--- src/pit_pkg.sv ---
//----------------------------------------------------------------------
// Purpose: Shared constants and types for the interval timer bus block
// Assumes: Single clock domain, all pins sampled on sys_clk
// Notes:   Control word field positions and encodings live here
//----------------------------------------------------------------------
package pit_pkg;

  //--------------------------------------------------------------------
  // Sizes
  //--------------------------------------------------------------------
  localparam int NUM_COUNTERS = 3;

  //--------------------------------------------------------------------
  // Port select decode
  //--------------------------------------------------------------------
  localparam logic [1:0] PS_CONTROL = 2'h3;

  //--------------------------------------------------------------------
  // Control word fields
  //--------------------------------------------------------------------
  localparam int CW_SEL_HI = 7;
  localparam int CW_SEL_LO = 6;
  localparam int CW_RW_HI = 5;
  localparam int CW_RW_LO = 4;
  localparam int CW_CFG_HI = 5;
  localparam int CW_RB_COUNT_N = 5;
  localparam int CW_RB_STATUS_N = 4;
  localparam int CW_RB_SEL_BASE = 1;
  localparam logic [1:0] SEL_READBACK = 2'h3;
  localparam logic [1:0] RW_LATCH = 2'h0;
  localparam logic [1:0] RW_LOW = 2'h1;
  localparam logic [1:0] RW_HIGH = 2'h2;
  localparam logic [1:0] RW_BOTH = 2'h3;

  //--------------------------------------------------------------------
  // Reset values
  //--------------------------------------------------------------------
  localparam logic [7:0] BYTE_ZERO = 8'h00;
  localparam logic [15:0] COUNT_ZERO = 16'h0000;
  localparam logic [15:0] COUNT_ONE = 16'h0001;
  localparam logic [5:0] CFG_ZERO = 6'h00;

  //--------------------------------------------------------------------
  // Types
  //--------------------------------------------------------------------
  typedef enum logic {BYTE_LSB, BYTE_MSB} pit_byte_t;

  typedef struct packed {
    logic wr_pulse;
    logic rd_done;
    logic [1:0] port;
    logic [7:0] data;
  } pit_bus_req_t;

  typedef struct packed {
    logic [1:0] rw;
    logic [2:0] mode;
    logic bcd;
  } pit_cfg_t;

endpackage

--- src/pit_strobe_sync.sv ---
//----------------------------------------------------------------------
// Purpose: Turns bus strobes into one-cycle write and read-end pulses
// Assumes: Pins are synchronous to sys_clk
// Notes:   A cycle is taken when its strobe is released
//----------------------------------------------------------------------
`timescale 1ns/1ns
module pit_strobe_sync
  import pit_pkg::*;
(
  input wire logic sys_clk,
  input wire logic reset_n,
  input wire logic cs_n,
  input wire logic rd_n,
  input wire logic wr_n,
  input wire logic [1:0] port_select,
  input wire logic [7:0] data_in,
  output pit_pkg::pit_bus_req_t req
);
  import pit_pkg::*;

  typedef struct packed {
    logic wr_low;
    logic rd_low;
    pit_bus_req_t req;
  } pit_strobe_state_t;

  pit_strobe_state_t st;
  pit_strobe_state_t next_st;
  logic wr_now;
  logic rd_now;

  // Strobes count only while chip select is low
  assign wr_now = !wr_n && !cs_n; // RQ1
  assign rd_now = !rd_n && !cs_n; // RQ1

  // Capture port while a cycle is open and data while a write is open, pulse at its end
  always_comb
  begin
    next_st = st;
    next_st.wr_low = wr_now;
    next_st.rd_low = rd_now;
    next_st.req.wr_pulse = st.wr_low && !wr_now; // RQ2
    next_st.req.rd_done = st.rd_low && !rd_now;
    if (wr_now || rd_now)
    begin
      next_st.req.port = port_select;
    end
    if (wr_now)
    begin
      next_st.req.data = data_in;
    end
  end

  // State register
  always_ff @(posedge sys_clk or negedge reset_n)
  begin
    if (!reset_n)
    begin
      st <= '0;
    end
    else
    begin
      st <= next_st;
    end
  end

  assign req = st.req;
endmodule

--- src/pit_count_element.sv ---
//----------------------------------------------------------------------
// Purpose: 16-bit presettable down counter for one timer channel
// Assumes: count_clk and gate are synchronous inputs
// Notes:   Mode waveforms are reduced to output high at terminal count
//----------------------------------------------------------------------
`timescale 1ns/1ns
module pit_count_element
  import pit_pkg::*;
(
  input wire logic sys_clk,
  input wire logic reset_n,
  input wire logic count_clk,
  input wire logic gate,
  input wire logic load_req,
  input wire logic [15:0] preload,
  input wire logic cfg_write,
  output logic [15:0] count,
  output logic load_ack,
  output logic out_level
);
  import pit_pkg::*;

  typedef struct packed {
    logic clk_q;
    logic armed;
    logic ack;
    logic out;
    logic [15:0] count;
  } pit_ce_state_t;

  pit_ce_state_t st;
  pit_ce_state_t next_st;
  logic rise;

  assign rise = count_clk && !st.clk_q;

  // Whole 16-bit preload enters at once on a count clock edge
  always_comb
  begin
    next_st = st;
    next_st.clk_q = count_clk;
    next_st.ack = 1'b0;
    if (cfg_write)
    begin
      next_st.armed = 1'b0;
      next_st.out = 1'b0;
    end
    else if (rise && load_req)
    begin
      next_st.count = preload; // RQ14
      next_st.ack = 1'b1;
      next_st.armed = 1'b1;
      next_st.out = 1'b0;
    end
    else if (rise && gate && st.armed)
    begin
      next_st.count = st.count - COUNT_ONE; // RQ9
      if (st.count == COUNT_ONE)
      begin
        next_st.out = 1'b1;
      end
    end
  end

  // State register
  always_ff @(posedge sys_clk or negedge reset_n)
  begin
    if (!reset_n)
    begin
      st <= '0;
    end
    else
    begin
      st <= next_st;
    end
  end

  assign count = st.count;
  assign load_ack = st.ack;
  assign out_level = st.out;
endmodule

--- src/pit_bus_interface.sv ---
//----------------------------------------------------------------------
// Purpose: Bus read/write logic and per-counter storage of a
//          three-channel interval timer
// Assumes: Host pins synchronous to sys_clk; data bus split in three
// Notes:   Control port cannot be read; status comes via read-back
//----------------------------------------------------------------------
// Operation
// RQ1: Strobes ignored unless chip select low
// RQ2: Host holds write strobe low whole cycle
// RQ3: Selected read strobe reads addressed counter
// RQ4: Selected write strobe writes control or count
// RQ5: Port three is the control register
// RQ6: Control register write-only; status via read-back
// RQ7: Three identical independent counters
// RQ8: Status holds control, output, null flag
// RQ9: Counting element is 16-bit down counter
// RQ10: Snapshot tracks count, freezes until read
// RQ11: One snapshot byte at a time
// RQ12: Reads return snapshot, never the counter
// RQ13: Count writes go bytewise into preload
// RQ14: Both preload bytes transfer together
// RQ15: Single-byte format zeroes the other byte
// RQ16: Data buffer drives only during reads
// RQ17: Ports 0..2 address counters 0..2
// RQ18: Control bits 7:6 select counter
// RQ19: Control bits 5:4 select byte access
// RQ20: Host writes control word before count
// RQ21: Reading control port changes nothing
//----------------------------------------------------------------------
`timescale 1ns/1ns
module pit_bus_interface
  import pit_pkg::*;
(
  input wire logic sys_clk,
  input wire logic reset_n,
  input wire logic cs_n,
  input wire logic rd_n,
  input wire logic wr_n,
  input wire logic [1:0] port_select,
  input wire logic [7:0] data_in,
  output logic [7:0] data_out,
  output logic data_oe_n,
  input wire logic [pit_pkg::NUM_COUNTERS-1:0] count_clk,
  input wire logic [pit_pkg::NUM_COUNTERS-1:0] gate,
  output logic [pit_pkg::NUM_COUNTERS-1:0] counter_out
);
  import pit_pkg::*;

  //--------------------------------------------------------------------
  // Top-level state
  //--------------------------------------------------------------------
  typedef struct packed {
    logic [7:0] data_out;
    logic oe_n;
  } pit_top_state_t;

  typedef struct packed {
    pit_cfg_t cfg;
    logic [7:0] preload_low;
    logic [7:0] preload_high;
    logic [7:0] snapshot_latch_low;
    logic [7:0] snapshot_latch_high;
    logic frozen;
    logic status_held;
    logic [7:0] status;
    pit_byte_t wr_phase;
    pit_byte_t rd_phase;
    logic load_pending;
    logic null_count;
  } pit_chan_t;

  pit_top_state_t st;
  pit_top_state_t next_st;
  pit_bus_req_t req;
  logic cw_write;
  logic [1:0] cw_sel;
  logic [1:0] cw_rw;
  logic rd_drive;
  logic [7:0] rd_byte [NUM_COUNTERS];

  //--------------------------------------------------------------------
  // Read/write strobe capture
  //--------------------------------------------------------------------
  pit_strobe_sync u_strobe (
    .sys_clk(sys_clk),
    .reset_n(reset_n),
    .cs_n(cs_n),
    .rd_n(rd_n),
    .wr_n(wr_n),
    .port_select(port_select),
    .data_in(data_in),
    .req(req)
  );

  // Control word decode on a write to the control port
  assign cw_write = req.wr_pulse && (req.port == PS_CONTROL); // RQ4 RQ5
  assign cw_sel = req.data[CW_SEL_HI:CW_SEL_LO]; // RQ18
  assign cw_rw = req.data[CW_RW_HI:CW_RW_LO]; // RQ19

  // Buffer drives only on a selected read of a counter port
  assign rd_drive = !cs_n && !rd_n && (port_select != PS_CONTROL); // RQ16 RQ6 RQ21

  //--------------------------------------------------------------------
  // Counter channels
  //--------------------------------------------------------------------
  for (genvar ch = 0; ch < NUM_COUNTERS; ch++)
  begin : g_chan
    pit_chan_t cst;
    pit_chan_t next_cst;
    logic my_cw;
    logic my_latch;
    logic rb_hit;
    logic rb_count;
    logic rb_status;
    logic my_wr;
    logic my_rd;
    logic [15:0] ce_count;
    logic ce_ack;
    logic ce_out;

    // Per-channel decode of the captured bus cycle
    assign my_cw = cw_write && (cw_sel == 2'(ch)) && (cw_rw != RW_LATCH); // RQ18
    assign my_latch = cw_write && (cw_sel == 2'(ch)) && (cw_rw == RW_LATCH); // RQ19
    assign rb_hit = cw_write && (cw_sel == SEL_READBACK) && req.data[CW_RB_SEL_BASE + ch];
    assign rb_count = rb_hit && !req.data[CW_RB_COUNT_N];
    assign rb_status = rb_hit && !req.data[CW_RB_STATUS_N];
    assign my_wr = req.wr_pulse && (req.port == 2'(ch)); // RQ17 RQ4
    assign my_rd = req.rd_done && (req.port == 2'(ch)); // RQ17 RQ3

    // Counting element, fed only from the preload register
    pit_count_element u_ce (
      .sys_clk(sys_clk),
      .reset_n(reset_n),
      .count_clk(count_clk[ch]),
      .gate(gate[ch]),
      .load_req(cst.load_pending),
      .preload({cst.preload_high, cst.preload_low}), // RQ13 RQ14
      .cfg_write(my_cw),
      .count(ce_count),
      .load_ack(ce_ack),
      .out_level(ce_out)
    );

    // Channel storage update
    always_comb
    begin
      next_cst = cst;
      // Transfer finished; a new write in the same cycle sets it again
      if (ce_ack)
      begin
        next_cst.load_pending = 1'b0;
        next_cst.null_count = 1'b0;
      end
      // New control word restarts the byte sequences
      if (my_cw)
      begin
        next_cst.cfg = pit_cfg_t'(req.data[CW_CFG_HI:0]);
        next_cst.wr_phase = BYTE_LSB;
        next_cst.rd_phase = BYTE_LSB;
        next_cst.frozen = 1'b0;
        next_cst.status_held = 1'b0;
        next_cst.load_pending = 1'b0;
        next_cst.null_count = 1'b1;
      end
      // Latch command freezes the snapshot once until read
      if ((my_latch || rb_count) && !cst.frozen)
      begin
        next_cst.frozen = 1'b1; // RQ10
      end
      // Status capture: control bits, output level, null flag
      if (rb_status && !cst.status_held)
      begin
        next_cst.status = {ce_out, cst.null_count, cst.cfg}; // RQ8
        next_cst.status_held = 1'b1;
      end
      // Count bytes follow the programmed format
      if (my_wr)
      begin
        unique case (cst.cfg.rw) // RQ20
          RW_LOW:
          begin
            next_cst.preload_low = req.data; // RQ13
            next_cst.preload_high = BYTE_ZERO; // RQ15
            next_cst.load_pending = 1'b1;
            next_cst.null_count = 1'b1;
          end
          RW_HIGH:
          begin
            next_cst.preload_high = req.data; // RQ13
            next_cst.preload_low = BYTE_ZERO; // RQ15
            next_cst.load_pending = 1'b1;
            next_cst.null_count = 1'b1;
          end
          RW_BOTH:
          begin
            if (cst.wr_phase == BYTE_LSB)
            begin
              next_cst.preload_low = req.data; // RQ13
              next_cst.wr_phase = BYTE_MSB;
            end
            else
            begin
              next_cst.preload_high = req.data; // RQ13
              next_cst.wr_phase = BYTE_LSB;
              next_cst.load_pending = 1'b1;
              next_cst.null_count = 1'b1;
            end
          end
          default:
          begin
            next_cst.load_pending = next_cst.load_pending;
          end
        endcase
      end
      // End of a read: status first, then the snapshot bytes
      if (my_rd)
      begin
        if (cst.status_held)
        begin
          next_cst.status_held = 1'b0;
        end
        else if (cst.cfg.rw == RW_BOTH && cst.rd_phase == BYTE_LSB)
        begin
          next_cst.rd_phase = BYTE_MSB; // RQ11
        end
        else
        begin
          next_cst.rd_phase = BYTE_LSB;
          next_cst.frozen = 1'b0; // RQ10
        end
      end
      // Snapshot follows the counter whenever it is not frozen
      if (!cst.frozen)
      begin
        next_cst.snapshot_latch_low = ce_count[7:0]; // RQ10
        next_cst.snapshot_latch_high = ce_count[15:8];
      end
    end

    // Channel register
    always_ff @(posedge sys_clk or negedge reset_n)
    begin
      if (!reset_n)
      begin
        cst <= '0;
      end
      else
      begin
        cst <= next_cst;
      end
    end

    // Byte offered to the bus: status, else one snapshot half
    always_comb
    begin
      if (cst.status_held)
      begin
        rd_byte[ch] = cst.status; // RQ8
      end
      else if (cst.cfg.rw == RW_HIGH || (cst.cfg.rw == RW_BOTH && cst.rd_phase == BYTE_MSB))
      begin
        rd_byte[ch] = cst.snapshot_latch_high; // RQ11 RQ12
      end
      else
      begin
        rd_byte[ch] = cst.snapshot_latch_low; // RQ11 RQ12
      end
    end

    assign counter_out[ch] = ce_out; // RQ7
  end

  //--------------------------------------------------------------------
  // Data bus buffer
  //--------------------------------------------------------------------
  // Registered read data and enable; idle bus shows zero
  always_comb
  begin
    next_st.oe_n = !rd_drive; // RQ16
    next_st.data_out = BYTE_ZERO;
    if (rd_drive)
    begin
      unique case (port_select)
        2'h0: next_st.data_out = rd_byte[0]; // RQ3 RQ17
        2'h1: next_st.data_out = rd_byte[1];
        2'h2: next_st.data_out = rd_byte[2];
        default: next_st.data_out = BYTE_ZERO; // RQ6
      endcase
    end
  end

  // Buffer register
  always_ff @(posedge sys_clk or negedge reset_n)
  begin
    if (!reset_n)
    begin
      st.data_out <= BYTE_ZERO;
      st.oe_n <= 1'b1;
    end
    else
    begin
      st <= next_st;
    end
  end

  assign data_out = st.data_out;
  assign data_oe_n = st.oe_n;
endmodule

--- config.mk ---
export PLATFORM = sky130hd
export DESIGN_NAME = pit_bus_interface
export DESIGN_NICKNAME = d
export VERILOG_FILES = /design/src/pit_pkg.sv /design/src/pit_strobe_sync.sv /design/src/pit_count_element.sv /design/src/pit_bus_interface.sv
export SDC_FILE = /design/constraint.sdc
export NUM_CORES = 1
export LEC_CHECK = 0
export BUFFER_PORTS_ARGS = -buffer_cell sky130_fd_sc_hd__buf_2
export CORE_UTILIZATION = 30
export DETAILED_ROUTE_END_ITERATION = 8
export HOLD_SLACK_MARGIN = 0.05
export PLACE_DENSITY = 0.49
export SETUP_SLACK_MARGIN = 0.5
export SLEW_MARGIN = 15
export SYNTH_ARGS = -nofsm -noshare
export SYNTH_HDL_FRONTEND = slang
export SYNTH_HIERARCHICAL = 1
export SYNTH_SLANG_ARGS = --single-unit
--- constraint.sdc ---
create_clock -name sys_clk -period 3.2 [get_ports sys_clk]
set_clock_uncertainty 0.05 [all_clocks]
set_input_delay 0.32 -clock sys_clk [delete_from_list [all_inputs] [get_ports sys_clk]]
set_output_delay 0.32 -clock sys_clk [all_outputs]
set_load 0.01 [all_outputs]
==> metrics.csv <==
stage,metric,value,unit
placed_design,Placement Setup Slack,0.5964,ns
layout,register area,5982,um^2
cts,total CTS buffers,28,
synth,Mapped Nets,1212,
synth,Post-synth top cells,"dfrtp_1 (238), nand2_1 (150), mux2_2 (110)",
timing,"Min Clock Period, post-route",2.488,ns
floorplanning,starting density of the core,0.3051,
synth,Cell variety after synth,67,
layout,area grow syn2layout,11.92,%
pwr,net switching power,0.003189,W
timing,Slew headroom,0.3520,
cts,Max Root-Sink Buffers,3,
detailed_routing,initial DRC count,616,
timing,setup_tns,0,ns
hold_path,Hold Crit Class,in2reg,
pwr,Cell Pwr Density,729.4,nW/um^2
timing,RSZ-0062 raised after global routing,no,
setup_path,CP top delay family,simple AND/OR/NAND/NOR gates,
setup_path,arrival time at the worst endpoint,2.88,ns
setup_path,CP bufs+invs,2,
synth,cell taking the most area after synthesis,dfrtp_1,
detailed_routing,DRT antenna net count,0,
timing,Worst Slack Setup Final,0.7115,ns
setup_path,CP Launch Type,register,
timing,Final Max Tran Viols,0,
floorplanning,die width,203.2,um
synth,"FF+latch count, synth",239,
timing,Peak Freq,401.9,MHz
setup_path,crit-path cells,"nand3_1, nor3b_2, nand2_1, clkinv_1, buf_4, nor3_1, and3_2, nor4_2",
setup_path,Setup CP Type,reg2reg,
floorplanning,die area,41310,um^2
setup_path,Crit Path Max Fanout,13,
grt,Tot GR Track Use,0.1627,
pwr,worst vdd ir,0.0003628,V
cts,postcts setup bufs,0,
placed_design,gp weighted congestion,0.8192,
grt,largest net degree at the start of global routing,81,
grt,grt ovf,0,
detailed_routing,WL final,33050,um
layout,fillers,4061,
timing,period utilisation layout,0.7777,
synth,Post-Syn Area,12150,um^2
flow_run,Max-Cap Viols,0,
setup_path,"Slowest-stage cell, CP",dfrtp_1,
setup_path,CP max stage delay,0.55,ns
layout,area of the multi-input gates,5390,um^2
synth,sequential share of the synthesized area,0.4924,
synth,Ys Warns,6,
layout,Layout Nets,1187,
floorplanning,Core ar.,39820,um^2
detailed_routing,drt wl/cell,19.47,um
timing,final setup fails,0,
detailed_routing,vias per std cell,5.117,
grt,vias in the first global route,8642,
placed_design,Post-DP Area,12430,um^2
placed_design,Post-DP HPWL,23340,um
cts,Clock Latency Late Sink,0.55,ns
detailed_routing,drt pass-1 iters,4,
outcome,status,finished clean,
layout,cell area after layout,13600,um^2
timing,Final Hold Fails,0,
cts,H-tree levels,1,
synth,cell count after synthesis,1176,
detailed_routing,via count,8689,
cts,clk sink count,239,
synth,ys async rst share,1.000,
cts,"CTS clk-pin slew, worst paths",0.06,ns
floorplanning,I/O pin count,33,
floorplanning,Die Ht,203.2,um
pwr,Sw Share,0.3216,
pwr,logic gate share of total power,0.220,
cts,root buf cell,clkbuf_16,
pwr,Int Pwr,0.006728,W
setup_path,crit end category,register,
pwr,clock network power share,0.341,
layout,ant diodes,0,
synth,Post-synth EDFFs,0,
synth,most common cell in the netlist,dfrtp_1,
grt,initial antenna violation count,0,
synth,Synth top area share,0.4902,
timing,Worst-Margin Slew,0.9690,ns
synth,Mapped Avg Cell Area,10.33,um^2
layout,layout cells sized above 1,0.2225,
synth,main area contributors after synthesis,"dfrtp_1 (49%), mux2_2 (10%), nand2_1 (4.6%)",
setup_path,worst path required time,3.59,ns
detailed_routing,drc violations,0,
pwr,Reg power frac,0.438,
floorplanning,# rows,73,
pwr,Leak Pwr,5.880,nW
cts,CTS tree,done,
synth,Synth Flop Type,dfrtp_1,
grt,first-pass GRT wire length,52270,um
placed_design,IO buf count,32,
[cell families (layout without fill, tap and decap cells)]
group / count (synthesis) / in the layout / share of synthesized area
buf+inv: 144 / 141 / 0.06488
compound gates: 260 / 260 / 0.1373
simple gates: 404 / 404 / 0.1848
mux: 114 / 114 / 0.1053
flops: 239 / 239 / 0.4924
fa+ha+maj: 15 / 15 / 0.01545
[metrics by stage]
step / hold WS (ns) / std cells / total power, W / utilization
global placement: 0.3024 / 1630 / 0.006546 / 0.3122
finish: 0.1149 / 1698 / 0.009917 / 0.3414
detailed placement: 0.3032 / 1630 / 0.006571 / 0.3122
global route: 0.1087 / 1698 / 0.01051 / 0.3414
floorplan: -0.02559 / 1176 / 0.005909 / -
CTS: 0.09185 / 1698 / 0.01002 / 0.3411
[worst paths after layout]
kind / startpoint / slack, ns / depth (start not counted) / endpoint
worst max-delay path: u_strobe/req[9]$_DFFE_PN0P_ / 0.71 / 8 / g_chan[1].u_ce/count[12]$_DFFE_PN0P_
worst min-delay path: cs_n / 0.11 / 3 / u_strobe/req[10]$_DFF_PN0_
worst max register to register: u_strobe/req[9]$_DFFE_PN0P_ / 0.71 / 8 / g_chan[1].u_ce/count[12]$_DFFE_PN0P_
worst min register to register: u_strobe/st[13]$_DFF_PN0_ / 0.41 / 1 / u_strobe/req[11]$_DFF_PN0_
max in group asynchronous: reset_n / 1.88 / 3 / g_chan[1].u_ce/load_ack$_DFF_PN0_
min in group asynchronous: reset_n / 0.29 / 2 / g_chan[0].cst[35]$_DFFE_PN0P_
[what timing repair did]
item	4_1_cts	5_1_grt
gates resized for setup	0	2
endpoints found under the setup margin	0	13
hold buffers	16	0
hold endpoints to repair	89	0
[routing by layer]
metal,global-route usage,part of all wire
met4,0.04592,0.022
met5,0,0
met3,0.02221,0.042
met2,0.2459,0.44
met1,0.2411,0.49
[registers in the layout (all words and copies together), names as in the netlist]
name and cells:
u_strobe/req 12, data_out 8, g_chan.u_ce/load_ack 3, g_chan.u_ce/out_level 3, g_chan.cst 156, g_chan.u_ce/count 48, data_oe_n 1, g_chan.u_ce/st 6
u_strobe/st 2
[placed cells by master, fill, tap and decap left out, types with 5 or more instances in the layout]
master         synthesis  routed
nor2b_1                6       6
clkinv_2               0       6
or4b_2                 6       6
dfrtp_1              238     238
a2bb2oi_1              7       7
nor3_1                47      47
nor2_1                47      47
nand3_1               18      18
o22a_1                 9       9
a21oi_1               54      54
mux2_2               110     110
clkbuf_1              42       5
inv_1                 19      19
a21o_1                 9       9
buf_4                 63      20
or3_1                  6       6
nand2_1              150     150
nand4b_1               8       8
nand4_1                9       9
o22ai_1               10      10
clkbuf_16              0      29
a31oi_1               14      14
ha_1                  15      15
nor4_1                15      15
buf_2                  9      31
o211ai_1              27      27
o32ai_1                6       6
clkbuf_8               0       6
or4_4                  6       6
nor4bb_1               6       6
nand2b_1              32      32
o21ai_0               78      78
nand3b_1               7       7
a31o_2                 9       9
dlygate4sd3_1          0      16
a22o_1                 6       6
[area by class of cell]
cell class	count	area share
clock inverters	12	0.01215
well taps	525	0.04831
multi-input cells	793	0.3964
clock buffers	40	0.06083
inverters	20	0.005521
flip-flops and latches	239	0.4400
repair buffers	69	0.03681
[worst min-delay path, delay by kind of cell]
family                 cells  cell delay [ns]
buffers and inverters      1             0.13
AND/OR/NAND/NOR            2             0.20
[power by group through the flow]
stage	combinational [W]	clock [W]	sequential, W
floorplan	0.00192	0	0.00399
global placement	0.00215	0	0.00440
detailed placement	0.00217	0	0.00441
CTS	0.00219	0.00348	0.00435
global route	0.00244	0.00361	0.00445
finish	0.00218	0.00338	0.00435
No activity file was read; power rests on OpenSTA's default activity.
